### config.mk
export PLATFORM = sky130hd
export DESIGN_NAME = phy_mgmt_config_regs
export DESIGN_NICKNAME = d
export VERILOG_FILES = /design/src/core/phy_mgmt_pkg.sv /design/src/core/phy_mgmt_config_regs.sv
export SDC_FILE = /design/constraint.sdc
export NUM_CORES = 1
export LEC_CHECK = 0
export BUFFER_PORTS_ARGS = -buffer_cell sky130_fd_sc_hd__clkbuf_2
export CORE_MARGIN = 2
export CORE_UTILIZATION = 45
export DETAILED_ROUTE_END_ITERATION = 12
export SYNTH_ARGS = -nofsm -noshare
export SYNTH_HDL_FRONTEND = slang
export SYNTH_SLANG_ARGS = --single-unit
### constraint.sdc
create_clock -name clk_sys -period 3.1 [get_ports clk_sys]
set_input_delay 0.155 -clock clk_sys [delete_from_list [all_inputs] [get_ports clk_sys]]
set_output_delay 0.155 -clock clk_sys [all_outputs]
set_load 0.03 [all_outputs]
### src/core/phy_mgmt_pkg.sv
package phy_mgmt_pkg;

   // ------------------------------------------------------------
   // Management register numbers
   // ------------------------------------------------------------
   localparam logic [4:0] REG_SPEED_CFG = 5'h14;
   localparam logic [4:0] REG_RX_ERR = 5'h15;
   localparam logic [4:0] REG_EXT_ADDR = 5'h1E;
   localparam logic [4:0] REG_EXTENDED_DATA_PORT = 5'h1F;

   // ------------------------------------------------------------
   // Extended register addresses
   // ------------------------------------------------------------
   localparam logic [15:0] EXT_TEN_MEG_PWR = 16'h200A;
   localparam logic [15:0] EXT_COMBO_CTRL = 16'h4000;
   localparam logic [15:0] EXT_PAD_CTRL = 16'h4001;

   // ------------------------------------------------------------
   // Reset values and write masks
   // ------------------------------------------------------------
   localparam logic [15:0] SPEED_CFG_RST = 16'h082C;
   localparam logic [15:0] SPEED_CFG_WMASK = 16'h0FFE;
   localparam logic [15:0] TEN_MEG_PWR_RST = 16'hCA02;
   localparam logic [15:0] COMBO_CTRL_RST = 16'h0000;
   localparam logic [15:0] PAD_CTRL_RST = 16'h80EF;
   localparam logic [15:0] RX_ERR_MAX = 16'hFFFF;

   // ------------------------------------------------------------
   // Field positions
   // ------------------------------------------------------------
   localparam int READ_LATCH_BIT = 11;
   localparam int DG_ENABLE_BIT = 5;
   localparam int DG_COUNT_LSB = 2;
   localparam int TIMER_BYPASS_BIT = 1;
   localparam int IDLE_DAC_OFF_BIT = 10;
   localparam int REMOTE_LOOP_BIT = 11;
   localparam int JUMBO_BIT = 5;
   localparam int CRS_DV_SEL_BIT = 4;
   localparam int WAKE_EN_BIT = 2;
   localparam int REDUCED_EN_BIT = 1;
   localparam int CLK_DIR_BIT = 0;
   localparam int INT_SRC_BIT = 15;
   localparam logic [2:0] DG_COUNT_RST = 3'h3;
   localparam logic [3:0] DG_EXTRA_TRIES = 4'h2;

   // ------------------------------------------------------------
   // Frame sizes in bytes
   // ------------------------------------------------------------
   localparam logic [14:0] FRAME_MAX_LARGE = 15'h4800;
   localparam logic [14:0] FRAME_MAX_SMALL = 15'h1200;

   // ------------------------------------------------------------
   // Management frame layout
   // ------------------------------------------------------------
   localparam logic [5:0] PREAMBLE_BITS = 6'h20;
   localparam logic [3:0] HEADER_LAST = 4'hC;
   localparam logic [1:0] OP_READ = 2'h2;
   localparam logic [1:0] OP_WRITE = 2'h1;
   localparam logic [4:0] WRITE_LAST = 5'h11;

   // ------------------------------------------------------------
   // Timing
   // ------------------------------------------------------------
   localparam int CLK_KHZ = 50000;
   localparam int STABLE_TIME_MS = 2500;
   localparam int STABLE_CYC = STABLE_TIME_MS * CLK_KHZ;
   localparam logic [1:0] STRAP_TAKE = 2'h2;
   localparam logic [1:0] STRAP_DONE = 2'h3;

endpackage

### src/core/phy_mgmt_config_regs.sv
// Operation
// - Bit 11 latches read value during frame
// - Downgrade enable bit applies after soft reset
// - Attempts equal count field plus two
// - New attempt count waits for soft reset
// - Bypass bit skips link stability timer
// - Short link counts failure, retry increments
// - Receive error counter saturates at 0xFFFF
// - Register 0x1E holds extended address
// - Register 0x1F is extended data port
// - Ten-meg idle bit gates transmit DAC
// - Combo register: remote loopback, wake enable
// - Large frame bit selects 18KB or 4.5KB
// - Reduced mode carrier pin source select
// - Clock direction strap and interface mode
// - Pad bit 15 picks general or wake interrupt for light when strapped
`timescale 1ns/1ns
`default_nettype none
module phy_mgmt_config_regs
   import phy_mgmt_pkg::*;
#(
   parameter int unsigned STABLE_CYCLES = STABLE_CYC
) (
   input wire logic clk_sys, // 50 MHz clock
   input wire logic rstn, // Async reset, active low
   input wire logic [4:0] phy_addr, // Station address of this port
   input wire logic mdc, // Management clock pin
   input wire logic mdio_in, // Management data pin, input
   output logic mdio_out, // Management data pin, output
   output logic mdio_oe_n, // Low while driving data pin
   input wire logic clk_dir_strap, // Clock direction strap pin
   input wire logic second_receive_data_pin, // Interrupt routing strap
   input wire logic soft_reset, // Software reset pulse
   input wire logic link_up, // Link established level
   input wire logic an_fail, // Negotiation attempt failed pulse
   input wire logic rx_error, // Receive error event pulse
   input wire logic speed_10m, // Link runs at 10 Mb/s
   input wire logic tx_pending, // Data or link pulse to send
   input wire logic rx_dv, // Internal receive data valid
   input wire logic crs_dv, // Internal carrier/data valid
   input wire logic gen_irq, // General interrupt
   input wire logic wake_irq, // Wake interrupt
   input wire logic led_status, // Normal light drive
   output logic speed_downgrade, // Fallback to lower speed
   output logic tx_dac_on, // Transmit DAC enable
   output logic remote_loopback, // Remote loopback enable
   output logic wake_packet_enable, // Wake-on-LAN enable
   output logic [14:0] max_frame_len, // Largest frame in bytes
   output logic crs_dv_pin, // Carrier/data valid pad
   output logic clk_dir_input, // Clocks are inputs
   output logic reduced_mode_one, // First reduced mode
   output logic reduced_mode_two, // Second reduced mode
   output logic first_status_light_pin // Shared light pad
);

   typedef enum logic [2:0] {M_IDLE, M_HDR, M_TA, M_RDATA, M_WDATA} mgmt_t;
   typedef enum logic [1:0] {D_WAIT, D_CHECK, D_UP} dg_t;

   logic [2:0] mdc_sync_ff;
   logic [1:0] mdio_sync_ff, dir_sync_ff, rxd1_sync_ff;
   logic [1:0] strap_cnt_ff;
   logic int_route_ff;
   logic mdc_rise;
   logic bit_in;
   mgmt_t mstate_ff;
   logic [5:0] pre_cnt_ff;
   logic [4:0] bit_cnt_ff;
   logic [15:0] shift_ff, rd_hold_ff, rd_live;
   logic [4:0] reg_sel_ff;
   logic [15:0] speed_cfg_ff, rx_err_ff, ext_addr_ff;
   logic [15:0] pwr_ctrl_ff, combo_ff, pad_ff;
   logic wr_stb;
   logic [15:0] wr_data;
   logic dg_en_act_ff;
   logic [2:0] dg_cnt_act_ff;
   dg_t dstate_ff;
   logic [3:0] retry_ff;
   logic [26:0] stab_ff;
   logic speed_downgrade_ff, tx_dac_on_ff, crs_dv_pin_ff;
   logic light_ff, mdio_out_ff, mdio_oe_n_ff;
   logic mode_one_ff, mode_two_ff;
   logic [14:0] frame_len_ff;

   // Bit of a read word chosen by position
   function automatic logic pick(input logic [15:0] w, input logic [4:0] i);
      return w[i[3:0]];
   endfunction

   // ------------------------------------------------------------
   // Pin synchronisers and strap capture
   // ------------------------------------------------------------
   // Two stages per pin; the third mdc stage feeds edge detection
   always_ff @(posedge clk_sys or negedge rstn) begin
      if (!rstn) begin
         mdc_sync_ff <= 3'h0;
         mdio_sync_ff <= 2'h0;
         dir_sync_ff <= 2'h0;
         rxd1_sync_ff <= 2'h0;
      end else begin
         mdc_sync_ff <= {mdc_sync_ff[1:0], mdc};
         mdio_sync_ff <= {mdio_sync_ff[0], mdio_in};
         dir_sync_ff <= {dir_sync_ff[0], clk_dir_strap};
         rxd1_sync_ff <= {rxd1_sync_ff[0], second_receive_data_pin};
      end
   end

   assign mdc_rise = mdc_sync_ff[1] & ~mdc_sync_ff[2];
   assign bit_in = mdio_sync_ff[1];

   // Straps are taken once the synchronisers hold the pin, not reset zeros
   always_ff @(posedge clk_sys or negedge rstn) begin
      if (!rstn) begin
         strap_cnt_ff <= 2'h0;
         int_route_ff <= 1'b0;
      end else if (strap_cnt_ff != STRAP_DONE) begin
         strap_cnt_ff <= strap_cnt_ff + 2'h1;
         if (strap_cnt_ff == STRAP_TAKE) int_route_ff <= rxd1_sync_ff[1];
      end
   end

   // ------------------------------------------------------------
   // Register read mux
   // ------------------------------------------------------------
   // Data port returns the extended register under the pointer
   always_comb begin
      rd_live = 16'h0000;
      unique case (reg_sel_ff)
         REG_SPEED_CFG: rd_live = speed_cfg_ff;
         REG_RX_ERR: rd_live = rx_err_ff;
         REG_EXT_ADDR: rd_live = ext_addr_ff;
         REG_EXTENDED_DATA_PORT: begin
            if (ext_addr_ff == EXT_TEN_MEG_PWR) rd_live = pwr_ctrl_ff;
            else if (ext_addr_ff == EXT_COMBO_CTRL) rd_live = combo_ff;
            else if (ext_addr_ff == EXT_PAD_CTRL) rd_live = pad_ff;
         end
         default: rd_live = 16'h0000;
      endcase
   end

   // ------------------------------------------------------------
   // Management frame engine
   // ------------------------------------------------------------
   // Write commits on the last data bit of a matching write frame
   assign wr_stb = mdc_rise && mstate_ff == M_WDATA &&
                   bit_cnt_ff == WRITE_LAST;
   assign wr_data = {shift_ff[14:0], bit_in};

   // Bits move on synchronised mdc rising edges only
   always_ff @(posedge clk_sys or negedge rstn) begin
      if (!rstn) begin
         mstate_ff <= M_IDLE;
         pre_cnt_ff <= 6'h00;
         bit_cnt_ff <= 5'h00;
         shift_ff <= 16'h0000;
         reg_sel_ff <= 5'h00;
         rd_hold_ff <= 16'h0000;
         mdio_out_ff <= 1'b1;
         mdio_oe_n_ff <= 1'b1;
      end else if (mdc_rise) begin
         unique case (mstate_ff)
            M_IDLE: begin
               if (bit_in) begin
                  if (pre_cnt_ff != PREAMBLE_BITS)
                     pre_cnt_ff <= pre_cnt_ff + 6'h01;
               end else if (pre_cnt_ff == PREAMBLE_BITS) begin
                  mstate_ff <= M_HDR;
                  bit_cnt_ff <= 5'h00;
               end else begin
                  pre_cnt_ff <= 6'h00;
               end
            end
            M_HDR: begin
               shift_ff <= {shift_ff[14:0], bit_in};
               bit_cnt_ff <= bit_cnt_ff + 5'h01;
               if (bit_cnt_ff[3:0] == HEADER_LAST) begin
                  pre_cnt_ff <= 6'h00;
                  bit_cnt_ff <= 5'h00;
                  reg_sel_ff <= {shift_ff[3:0], bit_in};
                  if (!shift_ff[11] || shift_ff[8:4] != phy_addr)
                     mstate_ff <= M_IDLE;
                  else if (shift_ff[10:9] == OP_READ)
                     mstate_ff <= M_TA;
                  else if (shift_ff[10:9] == OP_WRITE)
                     mstate_ff <= M_WDATA;
                  else
                     mstate_ff <= M_IDLE;
               end
            end
            M_TA: begin
               // First turnaround bit left floating, second driven low
               mdio_oe_n_ff <= 1'b0;
               mdio_out_ff <= 1'b0;
               mstate_ff <= M_RDATA;
               bit_cnt_ff <= 5'h10;
               rd_hold_ff <= rd_live;
            end
            M_RDATA: begin
               if (bit_cnt_ff == 5'h00) begin
                  mdio_oe_n_ff <= 1'b1;
                  mdio_out_ff <= 1'b1;
                  mstate_ff <= M_IDLE;
               end else begin
                  bit_cnt_ff <= bit_cnt_ff - 5'h01;
                  // Latched word or live value per bit
                  if (speed_cfg_ff[READ_LATCH_BIT])
                     mdio_out_ff <= pick(rd_hold_ff, bit_cnt_ff - 5'h01);
                  else
                     mdio_out_ff <= pick(rd_live, bit_cnt_ff - 5'h01);
               end
            end
            M_WDATA: begin
               shift_ff <= {shift_ff[14:0], bit_in};
               bit_cnt_ff <= bit_cnt_ff + 5'h01;
               if (bit_cnt_ff == WRITE_LAST) mstate_ff <= M_IDLE;
            end
            default: mstate_ff <= M_IDLE;
         endcase
      end
   end

   // ------------------------------------------------------------
   // Register file
   // ------------------------------------------------------------
   // Host writes; clock direction bit loads from the strap
   always_ff @(posedge clk_sys or negedge rstn) begin
      if (!rstn) begin
         speed_cfg_ff <= SPEED_CFG_RST;
         ext_addr_ff <= 16'h0000;
         pwr_ctrl_ff <= TEN_MEG_PWR_RST;
         combo_ff <= COMBO_CTRL_RST;
         pad_ff <= PAD_CTRL_RST;
      end else begin
         if (strap_cnt_ff == STRAP_TAKE)
            combo_ff[CLK_DIR_BIT] <= dir_sync_ff[1];
         if (wr_stb) begin
            unique case (reg_sel_ff)
               REG_SPEED_CFG: speed_cfg_ff <= (wr_data & SPEED_CFG_WMASK) |
                  (speed_cfg_ff & ~SPEED_CFG_WMASK);
               REG_EXT_ADDR: ext_addr_ff <= wr_data;
               REG_EXTENDED_DATA_PORT: begin
                  if (ext_addr_ff == EXT_TEN_MEG_PWR) pwr_ctrl_ff <= wr_data;
                  else if (ext_addr_ff == EXT_COMBO_CTRL) combo_ff <= wr_data;
                  else if (ext_addr_ff == EXT_PAD_CTRL) pad_ff <= wr_data;
               end
               default: ;
            endcase
         end
      end
   end

   // Receive error tally holds at its top value
   always_ff @(posedge clk_sys or negedge rstn) begin
      if (!rstn) rx_err_ff <= 16'h0000;
      else if (rx_error && rx_err_ff != RX_ERR_MAX)
         rx_err_ff <= rx_err_ff + 16'h0001;
   end

   // ------------------------------------------------------------
   // Speed downgrade
   // ------------------------------------------------------------
   // Enable and attempt count take effect only at software reset
   always_ff @(posedge clk_sys or negedge rstn) begin
      if (!rstn) begin
         dg_en_act_ff <= SPEED_CFG_RST[DG_ENABLE_BIT];
         dg_cnt_act_ff <= DG_COUNT_RST;
      end else if (soft_reset) begin
         dg_en_act_ff <= speed_cfg_ff[DG_ENABLE_BIT];
         dg_cnt_act_ff <= speed_cfg_ff[DG_COUNT_LSB +: 3];
      end
   end

   // Failed attempts count up; reaching count plus two falls back
   always_ff @(posedge clk_sys or negedge rstn) begin
      if (!rstn) begin
         dstate_ff <= D_WAIT;
         retry_ff <= 4'h0;
         stab_ff <= 27'h0;
         speed_downgrade_ff <= 1'b0;
      end else if (soft_reset) begin
         dstate_ff <= D_WAIT;
         retry_ff <= 4'h0;
         speed_downgrade_ff <= 1'b0;
      end else begin
         if ((dstate_ff == D_WAIT && an_fail && !link_up) ||
             (dstate_ff == D_CHECK && !link_up)) begin
            if (dg_en_act_ff && retry_ff + 4'h1 ==
                {1'b0, dg_cnt_act_ff} + DG_EXTRA_TRIES) begin
               speed_downgrade_ff <= 1'b1;
               retry_ff <= 4'h0;
            end else begin
               retry_ff <= retry_ff + 4'h1;
            end
         end
         unique case (dstate_ff)
            D_WAIT: begin
               stab_ff <= 27'h0;
               if (link_up && speed_cfg_ff[TIMER_BYPASS_BIT]) begin
                  dstate_ff <= D_UP;
                  retry_ff <= 4'h0;
               end else if (link_up) begin
                  dstate_ff <= D_CHECK;
               end
            end
            D_CHECK: begin
               if (!link_up) begin
                  dstate_ff <= D_WAIT;
               end else if (stab_ff == 27'(STABLE_CYCLES - 1)) begin
                  dstate_ff <= D_UP;
                  retry_ff <= 4'h0;
               end else begin
                  stab_ff <= stab_ff + 27'h1;
               end
            end
            D_UP: if (!link_up) dstate_ff <= D_WAIT;
         endcase
      end
   end

   // ------------------------------------------------------------
   // Pad and datapath controls
   // ------------------------------------------------------------
   // DAC, carrier pad and shared light are registered
   always_ff @(posedge clk_sys or negedge rstn) begin
      if (!rstn) begin
         tx_dac_on_ff <= 1'b1;
         crs_dv_pin_ff <= 1'b0;
         light_ff <= 1'b0;
         mode_one_ff <= 1'b0;
         mode_two_ff <= 1'b0;
         frame_len_ff <= FRAME_MAX_SMALL;
      end else begin
         tx_dac_on_ff <= !(speed_10m && pwr_ctrl_ff[IDLE_DAC_OFF_BIT] &&
                           !tx_pending);
         if (combo_ff[REDUCED_EN_BIT] && combo_ff[CRS_DV_SEL_BIT])
            crs_dv_pin_ff <= rx_dv;
         else
            crs_dv_pin_ff <= crs_dv;
         if (!int_route_ff) light_ff <= led_status;
         else if (pad_ff[INT_SRC_BIT]) light_ff <= gen_irq;
         else light_ff <= wake_irq;
         // Mode and frame limit outputs leave from flops
         mode_one_ff <= combo_ff[REDUCED_EN_BIT] & combo_ff[CLK_DIR_BIT];
         mode_two_ff <= combo_ff[REDUCED_EN_BIT] & ~combo_ff[CLK_DIR_BIT];
         frame_len_ff <= combo_ff[JUMBO_BIT] ? FRAME_MAX_LARGE
                                             : FRAME_MAX_SMALL;
      end
   end

   assign speed_downgrade = speed_downgrade_ff;
   assign tx_dac_on = tx_dac_on_ff;
   assign crs_dv_pin = crs_dv_pin_ff;
   assign first_status_light_pin = light_ff;
   assign mdio_out = mdio_out_ff;
   assign mdio_oe_n = mdio_oe_n_ff;
   // Enable and clock direction outputs are register bits
   assign remote_loopback = combo_ff[REMOTE_LOOP_BIT];
   assign wake_packet_enable = combo_ff[WAKE_EN_BIT];
   assign max_frame_len = frame_len_ff;
   assign clk_dir_input = combo_ff[CLK_DIR_BIT];
   assign reduced_mode_one = mode_one_ff;
   assign reduced_mode_two = mode_two_ff;
endmodule // phy_mgmt_config_regs
`default_nettype wire

Word level (Yosys, flattened, before mapping)
Index checks and enable logic that the tools add are counted.
{"block": "totals", "register_bits": 218, "input_bits": 22, "out_inout_bits": 26, "elab_cells": 194}
{"block": "op_classes", "add_sub_neg": 8, "order_cmp": 1, "n_eq_ne": 38, "muxes": 61, "bitwise_logic": 9, "reduce_logical": 44}
{"cell": "one-hot mux 16 bit (4 select lines)", "n": 1}
{"cell": "two-way mux 27 bit", "n": 2}
{"cell": "one-hot mux 27 bit (2 select lines)", "n": 1}
{"cell": "two-way mux 16 bit", "n": 3}
{"cell": "== test 16 x 15 -> 1 bit (second input constant)", "n": 2}
{"cell": "adder 27 x 1 -> 27 bit (second input constant)", "n": 1}
{"cell": "== test 27 bit (second input constant)", "n": 1}
{"cell": "== test 5 bit (second input constant)", "n": 5}
{"cell": "one-hot mux 5 bit (5 select lines)", "n": 1}
{"cell": "two-way mux 3 bit", "n": 8}
{"cell": "two-way mux 4 bit", "n": 6}
{"cell": "two-way mux 6 bit", "n": 4}
{"cell": "two-way mux 5 bit", "n": 4}
{"cell": "adder 16 x 1 -> 16 bit (second input constant)", "n": 1}
{"cell": "== test 16 x 14 -> 1 bit (second input constant)", "n": 1}
{"cell": "two-way mux 1 bit", "n": 16}
{"cell": "inequality test 16 bit (second input constant)", "n": 1}
{"cell": "inequality test 2 bit (second input constant)", "n": 8}
{"cell": "OR 12 x 16 -> 16 bit", "n": 1}
{"cell": "two-way mux 15 bit", "n": 1}
{"cell": "one-hot mux 3 bit (5 select lines)", "n": 1}
{"cell": "AND reduction 5 bit", "n": 3}
{"cell": "AND reduction 2 bit", "n": 7}
{"cell": "two-way mux 2 bit", "n": 6}
{"cell": "other kinds (39)", "n": 76}

Logic depth before layout (Yosys ltp)
{"block": "depth", "depth_word": 10, "depth_mapped": 12, "ltp_nobuf": 9}

Least setup slack after synthesis
No wires, ideal clock.
{"block": "synth_path", "kind": "register -> register", "start": "reg bit_cnt_ff[0]", "end": "reg mdio_out_ff (netlist: mdio_out)", "setup_ns": 0.088, "t_arrival_ns": 2.455, "t_required_ns": 3.012, "setup_slack_ns": 0.557, "path_stages_with_launch": 13, "n_path_buf": 3, "period_less_slack_ns": 2.543, "path_cell_list": "dfrtp_1 -> buf_6 -> buf_6 -> inv_1 -> ha_1 -> buf_1 -> mux4_2 -> o21ai_0 -> a21oi_1 -> o41ai_2 -> o31ai_1 -> nor4_1 -> a211oi_1"}
{"block": "synth_via", "elab_chain_len": 6, "word_cells_on_any_way": 9, "cone_classes": "add/sub: 1; mux: 7; reduce/logical: 1"}
{"item": "from (decl)", "line_no": "phy_mgmt_config_regs.sv:67", "source": "logic [4:0] bit_cnt_ff;"}
{"item": "from (signal assigned)", "line_no": "phy_mgmt_config_regs.sv:174", "source": "bit_cnt_ff <= bit_cnt_ff + 5'h01;"}
{"item": "from (signal assigned)", "line_no": "phy_mgmt_config_regs.sv:203", "source": "bit_cnt_ff <= bit_cnt_ff - 5'h01;"}
{"item": "from (signal assigned)", "line_no": "phy_mgmt_config_regs.sv:213", "source": "bit_cnt_ff <= bit_cnt_ff + 5'h01;"}
{"item": "subtractor 5 x 1 -> 5 bit", "line_no": "phy_mgmt_config_regs.sv:206, phy_mgmt_config_regs.sv:208"}
{"item": "binary-select mux 1 bit (select 4 bit)", "line_no": "phy_mgmt_config_regs.sv:86", "source": "return w[i[3:0]];"}
{"item": "two-way mux 1 bit (not written as such)", "line_no": "phy_mgmt_config_regs.sv:86"}
{"item": "two-way mux 1 bit", "line_no": "phy_mgmt_config_regs.sv:205", "source": "if (speed_cfg_ff[READ_LATCH_BIT])"}
{"item": "two-way mux 1 bit (*)", "line_no": "phy_mgmt_config_regs.sv:198", "source": "if (bit_cnt_ff == 5'h00) begin"}
{"item": "one-hot mux 1 bit (2 select lines) (*)", "line_no": "phy_mgmt_config_regs.sv:160", "source": "unique case (mstate_ff)"}
{"item": "to (signal assigned)", "line_no": "phy_mgmt_config_regs.sv:206", "source": "mdio_out_ff <= pick(rd_hold_ff, bit_cnt_ff - 5'h01);"}
{"item": "to (signal assigned)", "line_no": "phy_mgmt_config_regs.sv:208", "source": "mdio_out_ff <= pick(rd_live, bit_cnt_ff - 5'h01);"}
{"item": "to (decl)", "line_no": "phy_mgmt_config_regs.sv:80", "source": "logic light_ff, mdio_out_ff, mdio_oe_n_ff;"}
Mark *: on every way between the ends. The rest lies on a longest branch, timed or not. The select of a mux whose other input is x is not followed.
A chain may end at the register's enable or synchronous reset.

Final worst setup path
{"block": "layout_path", "start": "reg bit_cnt_ff[1]", "end": "reg mdio_out_ff (netlist: mdio_out)"}
Same word-level chain as after synthesis.

==> reports/results.tsv <==
metric	value	unit
Ys Warns	0	
CTS Root Cell	clkbuf_16	
Unique masters post-synth	76	
Register-to-Register Setup Slack	0.32	ns
grt total ovfl	0	
I/O Buffers	36	
TritonRoute pass-1 iters	5	
Static Leak	4.992	nW
vias in the first global route	7065	
Post-synth EDFFs	0	
fmax	0.3603	GHz
DRC	0	
Fin. Hold Viols	0	
FF+latch count, synth	200	
Worst Hold Class	input pin to flop	
hold path depth	2	
Post-Syn Area	10040	um2
die area	23530	um2
total number of vias	7124	
routability cong.	0.9541	
fin util	51.43	%
slew of the pin with the lowest slew margin	0.8275	ns
die width	153.4	um
initial antenna violation count	0	
largest net degree at the start of global routing	99	
Worst-path clk slew	0.07	ns
Arrival @ worst endpoint	3.12	ns
VDD IR max	0.3630	mV
Tmin final	2.775	ns
synth-to-layout area growth	12.10	%
sequential area share after synthesis	50.13	%
Primary FF master, synth	dfrtp_1	
worst path required time	3.45	ns
total CTS buffers	17	
setup TNS	0	ns
WL final	23570	um
outcome	completed	
Worst slew margin	44.83	%
hold path startpoint	soft_reset	
final worst slack	0.3247	ns
1st-iter DRT viols	540	
Worst Setup Path Type	flop to flop	
worst hold slack	0.04600	ns
Antenna Violating Nets Remaining	0	
die height	153.4	um
leading cell type in the layout, fill and taps excluded	dfrtp_1	
Placement Setup Slack	0.4119	ns
# rows	54	
num ports	48	
DP HPWL	16940	um
Max Clock Skew	0.01237	ns
layout cells sized above 1	25.56	%
global-route wire length before repair	38730	um
clk sink count	200	
Setup crit start kind	flop	
CTS tree	built	
worst reg2reg endpoint	mdio_out	
clock buffer depth	2	
RSZ-0062 raised after global routing	false	
antenna cells	0	
Crit. End Element	flop	
# setup viols final	0	
Async S/R FF share, synth	100.0	%
H-tree Lvls	4	
initial cell density of the core	45.88	%
Max Slew Vio Count	0	
ratio of total power to cell area	611.0	nW/um2
syn_area_per_cell	10.96	um2
nets@finish	1006	
crit-path max FO	12	
worst hold endpoint	speed_downgrade	
MaxCap Viol Count	0	
Core Area	21890	um2
part of the cycle the worst path needs	89.53	%
gr usage total	20.77	%
Syn Inst Count	916	
CTS-repair resized insts	0	
Reg2Reg Launch Point	bit_cnt_ff[1]	
DR vias/cell	5.645	
Wirelength per Cell	18.68	um
clk_lat worst skew	0.43	ns
R2R cell count	9	
most frequent cells in the layout	dfrtp_1, mux2_2, nor2_1	
-- metrics by stage --
step                      cell area, um2  power (mW)  std cells
after CTS                          11260       6.922       1262
after floorplan                    10080       4.246        926
after global routing               11260       7.261       1262
final                              11260       6.879       1262
after detailed placement           10570       4.720       1219
after global placement             10570       4.701       1219
-- how the worst max path moves through the flow --
stage / start / end / slack (ns)
final: bit_cnt_ff[1] / mdio_out / 0.32
after global routing: bit_cnt_ff[1] / mdio_out / 0.19
after CTS: stab_ff[0] / stab_ff[26] / 0.38
after detailed placement: bit_cnt_ff[1] / mdio_out / 0.41
after global placement: reg_sel_ff[3] / mdio_out / 0.48
after floorplan: bit_cnt_ff[0] / mdio_out / 0.56
-- registers in the layout, indices dropped and copies added, names as in the netlist, 15 cells and up --
name and flops:
stab_ff 27, combo_ff 16, ext_addr_ff 16, pad_ff 16
pwr_ctrl_ff 16, rd_hold_ff 16, rx_err_ff 16, shift_ff 15
-- cells by family after synthesis --
kind of cell | share of synthesized area [%]
AO/OA/AOI/OAI | 10.28
XOR/XNOR | 4.796
adder cells (fa/ha/maj) | 1.869
buffers and inverters | 3.812
flip-flops | 50.13
multiplexers | 14.00
other | 0.03734
AND/OR/NAND/NOR | 15.07
-- timing repair --
action	CTS	global route
hold buffers	11	0
hold endpoints to repair	90	0
buffers inserted	0	0
-- cells in the mapped netlist, drive strengths merged (24+ instances only) --
cell type	instances	area, um2
a21oi	34	170.2
buf	32	210.2
dfrtp	176	4404
dfstp	24	630.6
inv	29	108.9
mux2	108	1216
nand2	73	276.5
nand3	34	180.2
nor2	84	325.3
nor3	25	125.1
o21ai	42	210.2
xnor2	31	271.5
xor2	24	210.2
-- where the power goes --
part	internal [mW]	switching [mW]	total (mW)
combinational	0.608	0.855	1.46
sequential	2.85	0.381	3.23
clock	1.09	1.09	2.18
-- layer usage --
layer / wire (um) / track usage [%] / part of all wire [%]
met4: 459 / 6.160 / 1.9
met2: 10840 / 32.44 / 46
met3: 1019 / 3.771 / 4.3
met5: 0 / 0 / 0
met1: 11260 / 29.72 / 48
-- final cells by class --
class	count	area, um2
inverters	29	108.9
clock buffers	19	442.9
clock inverters	13	131.4
multi-input cells	648	4683
repair buffers	73	506.7
well taps	280	350.3
flip-flops and latches	200	5035
fillers	1980	10630
-- critical path: stages (launching register included) --
cell	delay, ns
dfrtp_1	0.46
inv_1	0.11
ha_1	0.56
mux4_2	0.36
o21ai_0	0.09
a21oi_1	0.12
o41ai_2	0.42
o31ai_1	0.14
nor4_1	0.33
a211oi_1	0.09
No activity file was read; power rests on OpenSTA's default activity.
